$ cat src/scs_pkg.sv
// Purpose: Shared constants and types for the clock-stop serial port
// Assumes: 50 MHz system clock feeds the block
// Notes: Timing figures are kept in their own units; counts derive from them

package scs_pkg;

   // ==========
   // Clock and bit-rate limits
   // ==========
   localparam int CPU_PERIOD_NS = 20;
   localparam int MAX_BIT_RATE_MBPS = 100;
   localparam int MIN_BIT_PERIOD_NS = 1000 / MAX_BIT_RATE_MBPS;
   // Least bit period in system clocks, rounded up
   localparam int MIN_BIT_CYCLES_RATE = (MIN_BIT_PERIOD_NS + CPU_PERIOD_NS - 1) / CPU_PERIOD_NS;
   // Never faster than half the system clock
   localparam int MIN_BIT_CYCLES = (MIN_BIT_CYCLES_RATE > 2) ? MIN_BIT_CYCLES_RATE : 2;
   localparam int MIN_DIVIDE = MIN_BIT_CYCLES - 1;

   // ==========
   // Default sizes
   // ==========
   localparam int WORD_BITS_DEF = 8;
   localparam int DIV_WIDTH_DEF = 8;
   localparam int FIFO_DEPTH_DEF = 8;

   // ==========
   // Mode codes and forced slave settings
   // ==========
   localparam logic [1:0] MODE_NO_DELAY = 2'h2;
   localparam logic [1:0] MODE_HALF_DELAY = 2'h3;
   localparam logic SLAVE_SOURCE_SELECT = 1'h1;
   localparam int SLAVE_DIVIDE = 1;

   // ==========
   // Reset values
   // ==========
   localparam logic RST_PIN_LEVEL = 1'h0;
   localparam logic RST_PIN_OE = 1'h0;

   // ==========
   // Sequencer states
   // ==========
   typedef enum logic [3:0] {
      ST_IDLE = 4'h1,
      ST_ARM = 4'h2,
      ST_MASTER = 4'h4,
      ST_SLAVE = 4'h8
   } scs_state_t;

endpackage : scs_pkg

$ cat src/scs_rate_gen.sv
// Purpose: Sample-rate generator producing the internal bit clock
// Assumes: External rate clock pin is synchronous to clk
// Notes: Divide value below one is raised to one by the caller

`timescale 1ns/1ps
`default_nettype none

module scs_rate_gen #(
   parameter int DIV_W = 8
) (
   input wire logic clk,
   input wire logic rst_n,
   input wire logic ce,
   input wire logic src_sel,
   input wire logic [DIV_W-1:0] divide,
   input wire logic ext_clk,
   output logic level_ff,
   output logic rise_ff,
   output logic fall_ff
);

   // ==========================================================
   // Elaboration check
   // ==========================================================
   if (DIV_W < 2) begin : g_bad_width
      $error("divide width too small");
   end

   logic ext_prev_ff;
   logic [DIV_W-1:0] cnt_ff;
   wire logic tick;
   wire logic [DIV_W:0] div_plus;
   wire logic [DIV_W:0] high_len;
   wire logic [DIV_W:0] cnt_plus;
   wire logic wrap;
   wire logic fall_hit;

   // Input clock: every system clock or each rising edge of the pin
   assign tick = src_sel | (ext_clk & ~ext_prev_ff);
   assign div_plus = {1'b0, divide} + {{DIV_W{1'b0}}, 1'b1};
   // High phase length; low phase is the rest of the period
   assign high_len = divide[0] ? (div_plus >> 1) : ({1'b0, divide >> 1} + {{DIV_W{1'b0}}, 1'b1});
   assign cnt_plus = {1'b0, cnt_ff} + {{DIV_W{1'b0}}, 1'b1};
   assign wrap = (cnt_ff == divide);
   assign fall_hit = (cnt_plus == high_len);

   // Period counter, level and edge pulses
   always_ff @(posedge clk or negedge rst_n)
   begin
      if (!rst_n)
      begin
         ext_prev_ff <= 1'b0;
         cnt_ff <= '0;
         level_ff <= 1'b1;
         rise_ff <= 1'b0;
         fall_ff <= 1'b0;
      end
      else if (ce)
      begin
         ext_prev_ff <= ext_clk;
         rise_ff <= tick & wrap;
         fall_ff <= tick & ~wrap & fall_hit;
         if (tick & wrap)
         begin
            cnt_ff <= '0;
            level_ff <= 1'b1;
         end
         else if (tick)
         begin
            cnt_ff <= cnt_plus[DIV_W-1:0];
            if (fall_hit)
               level_ff <= 1'b0;
         end
      end
   end

endmodule : scs_rate_gen

`default_nettype wire

$ cat src/scs_fifo.sv
// Purpose: Small synchronous FIFO holding transmit words
// Assumes: One clock; pushes and pops may meet in one cycle
// Notes: Flags are registered so ports come from flip-flops

`timescale 1ns/1ps
`default_nettype none

module scs_fifo #(
   parameter int WIDTH = 8,
   parameter int DEPTH = 8
) (
   input wire logic clk,
   input wire logic rst_n,
   input wire logic ce,
   input wire logic [WIDTH-1:0] in_data,
   input wire logic in_valid,
   output logic in_ready_ff,
   output logic [WIDTH-1:0] out_data,
   output logic out_valid_ff,
   input wire logic out_ready
);

   // ==========================================================
   // Elaboration check
   // ==========================================================
   if (DEPTH < 2 || (DEPTH & (DEPTH - 1)) != 0 || WIDTH < 1) begin : g_bad_size
      $error("fifo depth must be a power of two");
   end

   localparam int AW = $clog2(DEPTH);

   logic [WIDTH-1:0] mem [DEPTH];
   logic [AW-1:0] wr_ff;
   logic [AW-1:0] rd_ff;
   logic [AW:0] count_ff;
   wire logic push;
   wire logic pop;
   wire logic [AW:0] nxt_count;

   assign push = in_valid & in_ready_ff;
   assign pop = out_valid_ff & out_ready;
   assign nxt_count = count_ff + {{AW{1'b0}}, push} - {{AW{1'b0}}, pop};
   assign out_data = mem[rd_ff];

   // Storage has no reset; only words behind valid are read
   always_ff @(posedge clk)
   begin
      if (ce && push)
         mem[wr_ff] <= in_data;
   end

   // Pointers and registered flags
   always_ff @(posedge clk or negedge rst_n)
   begin
      if (!rst_n)
      begin
         wr_ff <= '0;
         rd_ff <= '0;
         count_ff <= '0;
         in_ready_ff <= 1'b1;
         out_valid_ff <= 1'b0;
      end
      else if (ce)
      begin
         wr_ff <= wr_ff + AW'(push);
         rd_ff <= rd_ff + AW'(pop);
         count_ff <= nxt_count;
         in_ready_ff <= (nxt_count != (AW+1)'(DEPTH));
         out_valid_ff <= (nxt_count != '0);
      end
   end

endmodule : scs_fifo

`default_nettype wire

$ cat src/scs_spi_top.sv
// Purpose: Clock-stop (SPI style) serial port, master or slave
// Assumes: All pins synchronous to clk; three-state pins split in o/oe
// Notes: MSB first; rx words have no back-pressure

`timescale 1ns/1ps
`default_nettype none

module scs_spi_top #(
   parameter int WORD_BITS = scs_pkg::WORD_BITS_DEF,
   parameter int DIV_W = scs_pkg::DIV_WIDTH_DEF,
   parameter int FIFO_DEPTH = scs_pkg::FIFO_DEPTH_DEF
) (
   input wire logic clk,
   input wire logic reset_n,
   input wire logic ce,
   input wire logic port_enable,
   input wire logic [1:0] clock_halt_mode,
   input wire logic tx_clock_polarity,
   input wire logic tx_clock_direction,
   input wire logic rx_clock_direction,
   input wire logic tx_sync_direction,
   input wire logic rx_sync_direction,
   input wire logic tx_sync_polarity,
   input wire logic rx_sync_polarity,
   input wire logic rate_gen_source_select,
   input wire logic [DIV_W-1:0] clock_divide_value,
   input wire logic ext_rate_clock_pin,
   input wire logic [WORD_BITS-1:0] tx_word,
   input wire logic tx_word_valid,
   output logic tx_word_ready,
   output logic [WORD_BITS-1:0] rx_word,
   output logic rx_word_valid,
   output logic busy,
   output logic config_error,
   input wire logic serial_receive_pin,
   output logic serial_transmit_pin_o,
   output logic serial_transmit_pin_oe,
   input wire logic tx_bit_clock_pin_i,
   output logic tx_bit_clock_pin_o,
   output logic tx_bit_clock_pin_oe,
   input wire logic tx_frame_sync_pin_i,
   output logic tx_frame_sync_pin_o,
   output logic tx_frame_sync_pin_oe,
   input wire logic rx_bit_clock_pin,
   input wire logic rx_frame_sync_pin
);

   // ==========
   // Elaboration check and local sizes
   // ==========
   if (WORD_BITS < 2 || DIV_W < 2) begin : g_bad_size
      $error("word or divide width too small");
   end

   localparam int EC_W = $clog2(2 * WORD_BITS + 3);
   localparam int BC_W = $clog2(WORD_BITS + 1);
   localparam logic [EC_W-1:0] E_ONE = EC_W'(1);
   localparam logic [EC_W-1:0] E_TWO = EC_W'(2);
   localparam logic [EC_W-1:0] E_LAST_SMP = EC_W'(2 * WORD_BITS);
   localparam logic [EC_W-1:0] E_FLOAT = EC_W'(2 * WORD_BITS + 1);
   localparam logic [BC_W-1:0] B_ALL = BC_W'(WORD_BITS);
   localparam logic [BC_W-1:0] B_LAST = BC_W'(WORD_BITS - 1);
   localparam logic [DIV_W-1:0] DIV_MIN = DIV_W'(scs_pkg::MIN_DIVIDE);
   localparam logic [DIV_W-1:0] DIV_SLAVE = DIV_W'(scs_pkg::SLAVE_DIVIDE);

   // ==========
   // Reset release through two flip-flops
   // ==========
   logic rst_s1_ff;
   logic rst_n_ff;

   always_ff @(posedge clk or negedge reset_n)
   begin
      if (!reset_n)
      begin
         rst_s1_ff <= 1'b0;
         rst_n_ff <= 1'b0;
      end
      else
      begin
         rst_s1_ff <= 1'b1;
         rst_n_ff <= rst_s1_ff;
      end
   end

   // ==========
   // Configuration decode
   // ==========
   wire logic cfg_master;
   wire logic cfg_slave;
   wire logic run_master;
   wire logic run_slave;
   wire logic half_mode;
   wire logic pol;

   assign cfg_master = tx_clock_direction & tx_sync_direction & ~rx_clock_direction & ~rx_sync_direction;
   assign cfg_slave = ~(tx_clock_direction | tx_sync_direction | rx_clock_direction | rx_sync_direction);
   assign run_master = port_enable & clock_halt_mode[1] & cfg_master;
   assign run_slave = port_enable & clock_halt_mode[1] & cfg_slave;
   assign half_mode = (clock_halt_mode == scs_pkg::MODE_HALF_DELAY);
   assign pol = tx_clock_polarity;

   // ==========
   // Rate generator; slave pins it at half the system clock
   // ==========
   wire logic rg_sel;
   wire logic [DIV_W-1:0] rg_div;
   wire logic generated_rate_clock_level;
   wire logic generated_rate_clock_rise;
   wire logic generated_rate_clock_fall;

   assign rg_sel = run_slave ? scs_pkg::SLAVE_SOURCE_SELECT : rate_gen_source_select;
   // Too small a divider would break the rate limit, so it is raised
   assign rg_div = run_slave ? DIV_SLAVE :
                   (clock_divide_value < DIV_MIN) ? DIV_MIN : clock_divide_value;

   scs_rate_gen #(
      .DIV_W(DIV_W)
   ) u_rate_gen (
      .clk(clk),
      .rst_n(rst_n_ff),
      .ce(ce),
      .src_sel(rg_sel),
      .divide(rg_div),
      .ext_clk(ext_rate_clock_pin),
      .level_ff(generated_rate_clock_level),
      .rise_ff(generated_rate_clock_rise),
      .fall_ff(generated_rate_clock_fall)
   );

   // ==========
   // Transmit word buffer
   // ==========
   wire logic [WORD_BITS-1:0] fifo_data;
   wire logic fifo_valid;
   logic fifo_pop;

   scs_fifo #(
      .WIDTH(WORD_BITS),
      .DEPTH(FIFO_DEPTH)
   ) u_fifo (
      .clk(clk),
      .rst_n(rst_n_ff),
      .ce(ce),
      .in_data(tx_word),
      .in_valid(tx_word_valid),
      .in_ready_ff(tx_word_ready),
      .out_data(fifo_data),
      .out_valid_ff(fifo_valid),
      .out_ready(fifo_pop)
   );

   // ==========
   // Slave pin sampling on the generated clock
   // ==========
   logic xclk_s_ff;
   logic xclk_p_ff;
   logic rclk_s_ff;
   logic rclk_p_ff;
   logic fsx_s_ff;
   logic fsr_s_ff;
   logic dr_s_ff;
   logic evt_ff;

   // Slower sampling trades top slave bit rate for a fixed cadence
   always_ff @(posedge clk or negedge rst_n_ff)
   begin
      if (!rst_n_ff)
      begin
         {xclk_s_ff, xclk_p_ff, rclk_s_ff, rclk_p_ff} <= 4'h0;
         {fsx_s_ff, fsr_s_ff, dr_s_ff, evt_ff} <= 4'h0;
      end
      else if (ce)
      begin
         evt_ff <= generated_rate_clock_rise;
         if (generated_rate_clock_rise)
         begin
            xclk_s_ff <= tx_bit_clock_pin_i;
            xclk_p_ff <= xclk_s_ff;
            rclk_s_ff <= rx_bit_clock_pin;
            rclk_p_ff <= rclk_s_ff;
            fsx_s_ff <= tx_frame_sync_pin_i;
            fsr_s_ff <= rx_frame_sync_pin;
            dr_s_ff <= serial_receive_pin;
         end
      end
   end

   // ==========
   // Edge decode: lead goes away from idle level, trail returns
   // ==========
   logic [BC_W-1:0] bit_cnt_ff;
   wire logic m_lead;
   wire logic m_trail;
   wire logic m_start;
   wire logic sel_tx;
   wire logic sel_rx;
   wire logic x_lead;
   wire logic x_trail;
   wire logic r_lead;
   wire logic r_trail;
   wire logic s_sample;
   wire logic s_shift;

   assign m_lead = pol ? generated_rate_clock_fall : generated_rate_clock_rise;
   assign m_trail = pol ? generated_rate_clock_rise : generated_rate_clock_fall;
   // Half-delay starts on a lead edge, a full period before the first bit edge
   assign m_start = half_mode ? m_lead : m_trail;
   assign sel_tx = fsx_s_ff ^ tx_sync_polarity;
   assign sel_rx = fsr_s_ff ^ rx_sync_polarity;
   assign x_lead = evt_ff & (xclk_s_ff != xclk_p_ff) & (xclk_s_ff != pol);
   assign x_trail = evt_ff & (xclk_s_ff != xclk_p_ff) & (xclk_s_ff == pol);
   assign r_lead = evt_ff & (rclk_s_ff != rclk_p_ff) & (rclk_s_ff != pol);
   assign r_trail = evt_ff & (rclk_s_ff != rclk_p_ff) & (rclk_s_ff == pol);
   assign s_sample = half_mode ? r_lead : r_trail;
   assign s_shift = half_mode ? x_trail : (x_lead & (bit_cnt_ff != '0));

   // ==========
   // Master edge counting
   // ==========
   logic [EC_W-1:0] edge_cnt_ff;
   wire logic [EC_W-1:0] e_n;
   wire logic in_win;
   wire logic [WORD_BITS-1:0] tx_first;

   assign e_n = edge_cnt_ff + E_ONE;
   // Clock runs only inside the word window, idle level elsewhere
   assign in_win = half_mode ? (e_n >= E_TWO && e_n <= E_FLOAT) :
                               (e_n >= E_ONE && e_n <= E_LAST_SMP);
   assign tx_first = fifo_valid ? fifo_data : '0;

   // ==========
   // Sequencer next state
   // ==========
   scs_pkg::scs_state_t state_ff;
   scs_pkg::scs_state_t nxt_state;
   logic [WORD_BITS-1:0] tx_sh_ff;
   logic [WORD_BITS-1:0] nxt_tx_sh;
   logic [WORD_BITS-1:0] rx_sh_ff;
   logic [WORD_BITS-1:0] nxt_rx_sh;
   logic [WORD_BITS-1:0] nxt_rx_word;
   logic [EC_W-1:0] nxt_edge;
   logic [BC_W-1:0] nxt_bits;
   logic dx_ff;
   logic nxt_dx;
   logic nxt_dx_oe;
   logic fs_act_ff;
   logic nxt_fs_act;
   logic nxt_sclk;
   logic nxt_rx_valid;

   always_comb
   begin
      nxt_state = state_ff;
      nxt_tx_sh = tx_sh_ff;
      nxt_rx_sh = rx_sh_ff;
      nxt_rx_word = rx_word;
      nxt_edge = edge_cnt_ff;
      nxt_bits = bit_cnt_ff;
      nxt_dx = dx_ff;
      nxt_dx_oe = serial_transmit_pin_oe;
      nxt_fs_act = fs_act_ff;
      nxt_sclk = tx_bit_clock_pin_o;
      nxt_rx_valid = 1'b0;
      fifo_pop = 1'b0;
      unique case (state_ff)
         scs_pkg::ST_IDLE:
         begin
            nxt_sclk = pol;
            nxt_fs_act = 1'b0;
            nxt_dx_oe = 1'b0;
            if (run_master && fifo_valid)
               nxt_state = scs_pkg::ST_ARM;
            else if (run_slave && sel_tx)
            begin
               // Slave presents its first bit as soon as it is selected
               fifo_pop = fifo_valid;
               nxt_dx = tx_first[WORD_BITS-1];
               nxt_tx_sh = tx_first << 1;
               nxt_dx_oe = 1'b1;
               nxt_bits = '0;
               nxt_state = scs_pkg::ST_SLAVE;
            end
         end
         scs_pkg::ST_ARM:
         begin
            if (!run_master)
               nxt_state = scs_pkg::ST_IDLE;
            else if (m_start)
            begin
               nxt_fs_act = 1'b1;
               fifo_pop = 1'b1;
               nxt_tx_sh = fifo_data;
               nxt_edge = '0;
               nxt_state = scs_pkg::ST_MASTER;
            end
         end
         scs_pkg::ST_MASTER:
         begin
            if (m_lead | m_trail)
            begin
               nxt_edge = e_n;
               nxt_sclk = (in_win && m_lead) ? ~pol : pol;
               if (e_n[0] && e_n != E_FLOAT)
               begin
                  // Odd edges before the float edge shift; in half-delay the first is mid-lead-in
                  nxt_dx = tx_sh_ff[WORD_BITS-1];
                  nxt_tx_sh = tx_sh_ff << 1;
                  nxt_dx_oe = 1'b1;
               end
               else if (e_n[0])
                  nxt_dx_oe = 1'b0;
               else if (e_n <= E_LAST_SMP)
               begin
                  nxt_rx_sh = {rx_sh_ff[WORD_BITS-2:0], serial_receive_pin};
                  if (e_n == E_LAST_SMP)
                  begin
                     nxt_rx_word = nxt_rx_sh;
                     nxt_rx_valid = 1'b1;
                  end
               end
               else
               begin
                  // The select is released one phase after the last clock edge in half-delay, two phases after it in no-delay
                  nxt_fs_act = 1'b0;
                  nxt_state = scs_pkg::ST_IDLE;
               end
            end
         end
         scs_pkg::ST_SLAVE:
         begin
            if (!sel_tx || !run_slave)
            begin
               nxt_dx_oe = 1'b0;
               nxt_state = scs_pkg::ST_IDLE;
            end
            else
            begin
               if (s_sample && sel_rx && bit_cnt_ff != B_ALL)
               begin
                  nxt_rx_sh = {rx_sh_ff[WORD_BITS-2:0], dr_s_ff};
                  nxt_bits = bit_cnt_ff + BC_W'(1);
                  if (bit_cnt_ff == B_LAST)
                  begin
                     nxt_rx_word = nxt_rx_sh;
                     nxt_rx_valid = 1'b1;
                  end
               end
               if (s_shift && half_mode && bit_cnt_ff == B_ALL)
                  nxt_dx_oe = 1'b0;
               else if (s_shift && bit_cnt_ff != B_ALL)
               begin
                  nxt_dx = tx_sh_ff[WORD_BITS-1];
                  nxt_tx_sh = tx_sh_ff << 1;
               end
            end
         end
         default:
            nxt_state = scs_pkg::ST_IDLE;
      endcase
   end

   // ==========
   // Sequencer registers
   // ==========
   always_ff @(posedge clk or negedge rst_n_ff)
   begin
      if (!rst_n_ff)
      begin
         state_ff <= scs_pkg::ST_IDLE;
         tx_sh_ff <= '0;
         rx_sh_ff <= '0;
         edge_cnt_ff <= '0;
         bit_cnt_ff <= '0;
         fs_act_ff <= 1'b0;
      end
      else if (ce)
      begin
         state_ff <= nxt_state;
         tx_sh_ff <= nxt_tx_sh;
         rx_sh_ff <= nxt_rx_sh;
         edge_cnt_ff <= nxt_edge;
         bit_cnt_ff <= nxt_bits;
         fs_act_ff <= nxt_fs_act;
      end
   end

   // ==========
   // Output registers
   // ==========
   always_ff @(posedge clk or negedge rst_n_ff)
   begin
      if (!rst_n_ff)
      begin
         dx_ff <= scs_pkg::RST_PIN_LEVEL;
         serial_transmit_pin_oe <= scs_pkg::RST_PIN_OE;
         tx_bit_clock_pin_o <= scs_pkg::RST_PIN_LEVEL;
         tx_bit_clock_pin_oe <= scs_pkg::RST_PIN_OE;
         tx_frame_sync_pin_o <= scs_pkg::RST_PIN_LEVEL;
         tx_frame_sync_pin_oe <= scs_pkg::RST_PIN_OE;
         rx_word <= '0;
         rx_word_valid <= 1'b0;
         busy <= 1'b0;
         config_error <= 1'b0;
      end
      else if (ce)
      begin
         dx_ff <= nxt_dx;
         serial_transmit_pin_oe <= nxt_dx_oe;
         tx_bit_clock_pin_o <= nxt_sclk;
         tx_bit_clock_pin_oe <= run_master;
         tx_frame_sync_pin_o <= nxt_fs_act ^ tx_sync_polarity;
         tx_frame_sync_pin_oe <= run_master;
         rx_word <= nxt_rx_word;
         rx_word_valid <= nxt_rx_valid;
         busy <= (nxt_state != scs_pkg::ST_IDLE);
         config_error <= port_enable & ~(run_master | run_slave);
      end
   end

   assign serial_transmit_pin_o = dx_ff;

endmodule : scs_spi_top

`default_nettype wire

$ cat config.mk
export PLATFORM = sky130hd
export DESIGN_NAME = scs_spi_top
export DESIGN_NICKNAME = d
export VERILOG_FILES = /design/src/scs_pkg.sv /design/src/scs_rate_gen.sv /design/src/scs_fifo.sv /design/src/scs_spi_top.sv
export SDC_FILE = /design/constraint.sdc
export NUM_CORES = 1
export LEC_CHECK = 0
export BUFFER_PORTS_ARGS = -buffer_cell sky130_fd_sc_hd__buf_2
export CORE_ASPECT_RATIO = 1.75
export CORE_MARGIN = 4
export CORE_UTILIZATION = 46
export CTS_CLUSTER_DIAMETER = 40
export DETAILED_ROUTE_END_ITERATION = 10
export PLACE_DENSITY = 0.61
export RECOVER_POWER = 50
export SLEW_MARGIN = 30
export SYNTH_ARGS = -nofsm -noshare
export SYNTH_HDL_FRONTEND = slang
export SYNTH_HIERARCHICAL = 1
export SYNTH_SLANG_ARGS = --single-unit
$ cat constraint.sdc
create_clock -name clk -period 3.31 [get_ports clk]
set_input_delay 0.331 -clock clk [delete_from_list [all_inputs] [get_ports clk]]
set_output_delay 0.331 -clock clk [all_outputs]
set_load 0.02 [all_outputs]
==> reports/summary.txt <==
Power Density: 640 nW/um^2
Largest net degree at the start of global routing: 42
Core area: 15500 um^2
Setup Skew: 0.0103 ns
RSZ-0062 raised after global routing: no
Port buffer count: 54
Fmax: 329 MHz
# rows: 60
Share of cells above drive strength 1: 21.1%
Slew Viols, Final: 0
Layout Nets: 717
Initial Util: 47.3%
Synth warn: 6
Final Hold Viols: 0
First-pass GRT wire length: 26.4 mm
Root Buffer: clkbuf_16
Period minus WS final: 3.04 ns
Critical Path End Type: register
CTS Sinks: 142
Gr usage total: 18.2%
Final cycle utilization of the critical path: 91.9%
Crit path required time: 3.61 ns
Status: finished clean
CTS tree: built
Critical Path AT: 3.34 ns
Worst hold path class: in -> reg
Most frequent CP cell: nand2_1
Setup bufs post-CTS: 0
# fillers: 1320
1st-iter DRT viols: 288
Initial antenna violation count: 1
Die W: 104 um
Cell Area, Synth: 7350 um^2
Actual slew at the worst max-slew pin: 1.45 ns
DR DRC count: 0
Hold_ws: 0.160 ns
Most frequent cells in the layout: 76 x dfrtp_1, 64 x edfxtp_1, 41 x buf_2
Worst path cell trace: nor2_1, nand3b_1, a211oi_2, o21bai_1, nand3_1, nand2_1, ha_1, inv_1, fa_1, nand2_1, or3_1, o22a_1
Routed Antenna Nets: 0
H-tree levels: 4
Vias: 4973
Maximum vdd drop: 0.541 mV
Clock latency on the worst-skew pair: 0.41 ns
Chip Height: 175 um
Clock Pin Slew Worst Setup and Hold Paths: 0.06 ns
Slowest CP cell: fa_1
Max-capacitance violation count: 0
CP max stage delay: 0.51 ns
Slew HR: 3.19%
Syn-to-layout area delta: 14.3%
Mapped Nets: 653
Cts bufs inserted: 17
Boundary pin count: 55
DR WL/cell: 18.0 um
CP Class: reg -> reg
GRT overflow: 0
Die area: 18100 um^2
Vias in the first global route: 5332
Setup_tns: 0 ns
P_leak: 0.00349 uW
Drt pass-1 iters: 5
Crit start category: register
Final GP Congestion: 0.906
Vias per cell: 5.74
Syn_area_per_cell: 12.2 um^2
Commonest non-fill, non-tap cell in the layout: dfrtp_1
Mapped Cells: 602
Worst Path Max Fanout: 9
CTS max path bufs: 2
# setup viols final: 0
Detailed placement HPWL: 11.7 mm
Total Wirelength: 15.5 mm
## registers in the layout (all words and copies together) (netlist names), 4 cells and up
| register | flops |
|---|---|
| state_ff | 4 |
| tx_sh_ff | 8 |
| bit_cnt_ff | 4 |
| rx_word | 8 |
| u_fifo/count_ff | 4 |
| edge_cnt_ff | 5 |
| rx_sh_ff | 7 |
| u_fifo/mem | 64 |
| u_rate_gen/cnt_ff | 8 |
## metal layers
layer / track usage [%] / part of all wire (%) / vias to the layer above
met5: 0 / 0 / -
met4: 7.60 / 2.4 / 0
met1: 18.8 / 37 / 2467
met2: 35.2 / 57 / 105
met3: 3.88 / 3.8 / 27
li1: - / - / 2374
## worst paths after layout
path,slack [ns],end,depth (start not counted),from
max,0.27,u_fifo/out_valid_ff$_DFFE_PN0P_,12,state_ff[2]$_DFFE_PN0P_
min,0.16,xclk_s_ff$_DFFE_PN0P_,2,tx_bit_clock_pin_i
max reg2reg,0.27,u_fifo/out_valid_ff$_DFFE_PN0P_,12,state_ff[2]$_DFFE_PN0P_
min reg2reg,0.36,rst_n_ff$_DFF_PN0_,0,rst_s1_ff$_DFF_PN0_
max in group asynchronous,0.97,evt_ff$_DFFE_PN0P_,1,rst_n_ff$_DFF_PN0_
min in group asynchronous,0.23,rst_n_ff$_DFF_PN0_,2,reset_n
## through the flow
step / std cells / utilization, % / worst slack [ns] / total power, uW / cell area (um^2)
floorplan: 602 / - / 0.249 / 3230 / 7350
global placement: 831 / 50.3 / 0.183 / 3490 / 7820
detailed placement: 832 / 50.4 / 0.0226 / 3550 / 7840
CTS: 865 / 54.2 / 0.242 / 5440 / 8430
global route: 866 / 54.0 / 0.0434 / 5710 / 8400
finish: 866 / 54.0 / 0.268 / 5370 / 8400
## timing repair
item / in CTS / in global routing
resized for setup: 0 / 1
setup endpoints to repair: 0 / 1
hold buffers: 1 / 0
hold endpoints to repair: 2 / 0
## critical path: cells and delay by family (launching register included)
family                   cells  cell delay, ns
AND/OR/NAND/NOR              6            1.03
AO/OA/AOI/OAI                3            0.70
adder cells (fa/ha/maj)      2            0.68
flip-flops                   1            0.46
buffers and inverters        1            0.06
## final cells by class
class / instances / area [um^2] / area share [%]
multi-input combinational: 399 / 3180 / 37.9
timing repair buffer: 75 / 408 / 4.86
antenna: 1 / 2.50 / 0.0298
inverter: 31 / 116 / 1.39
sequential: 142 / 3880 / 46.2
clock buffer: 19 / 443 / 5.27
tap: 186 / 233 / 2.77
clock inverter: 13 / 139 / 1.65
## report_power, final
group          internal [uW]  switching, uW
Clock                   1130            737
Combinational            544            630
Sequential              2100            231
Power figures use the tool's default switching activity.
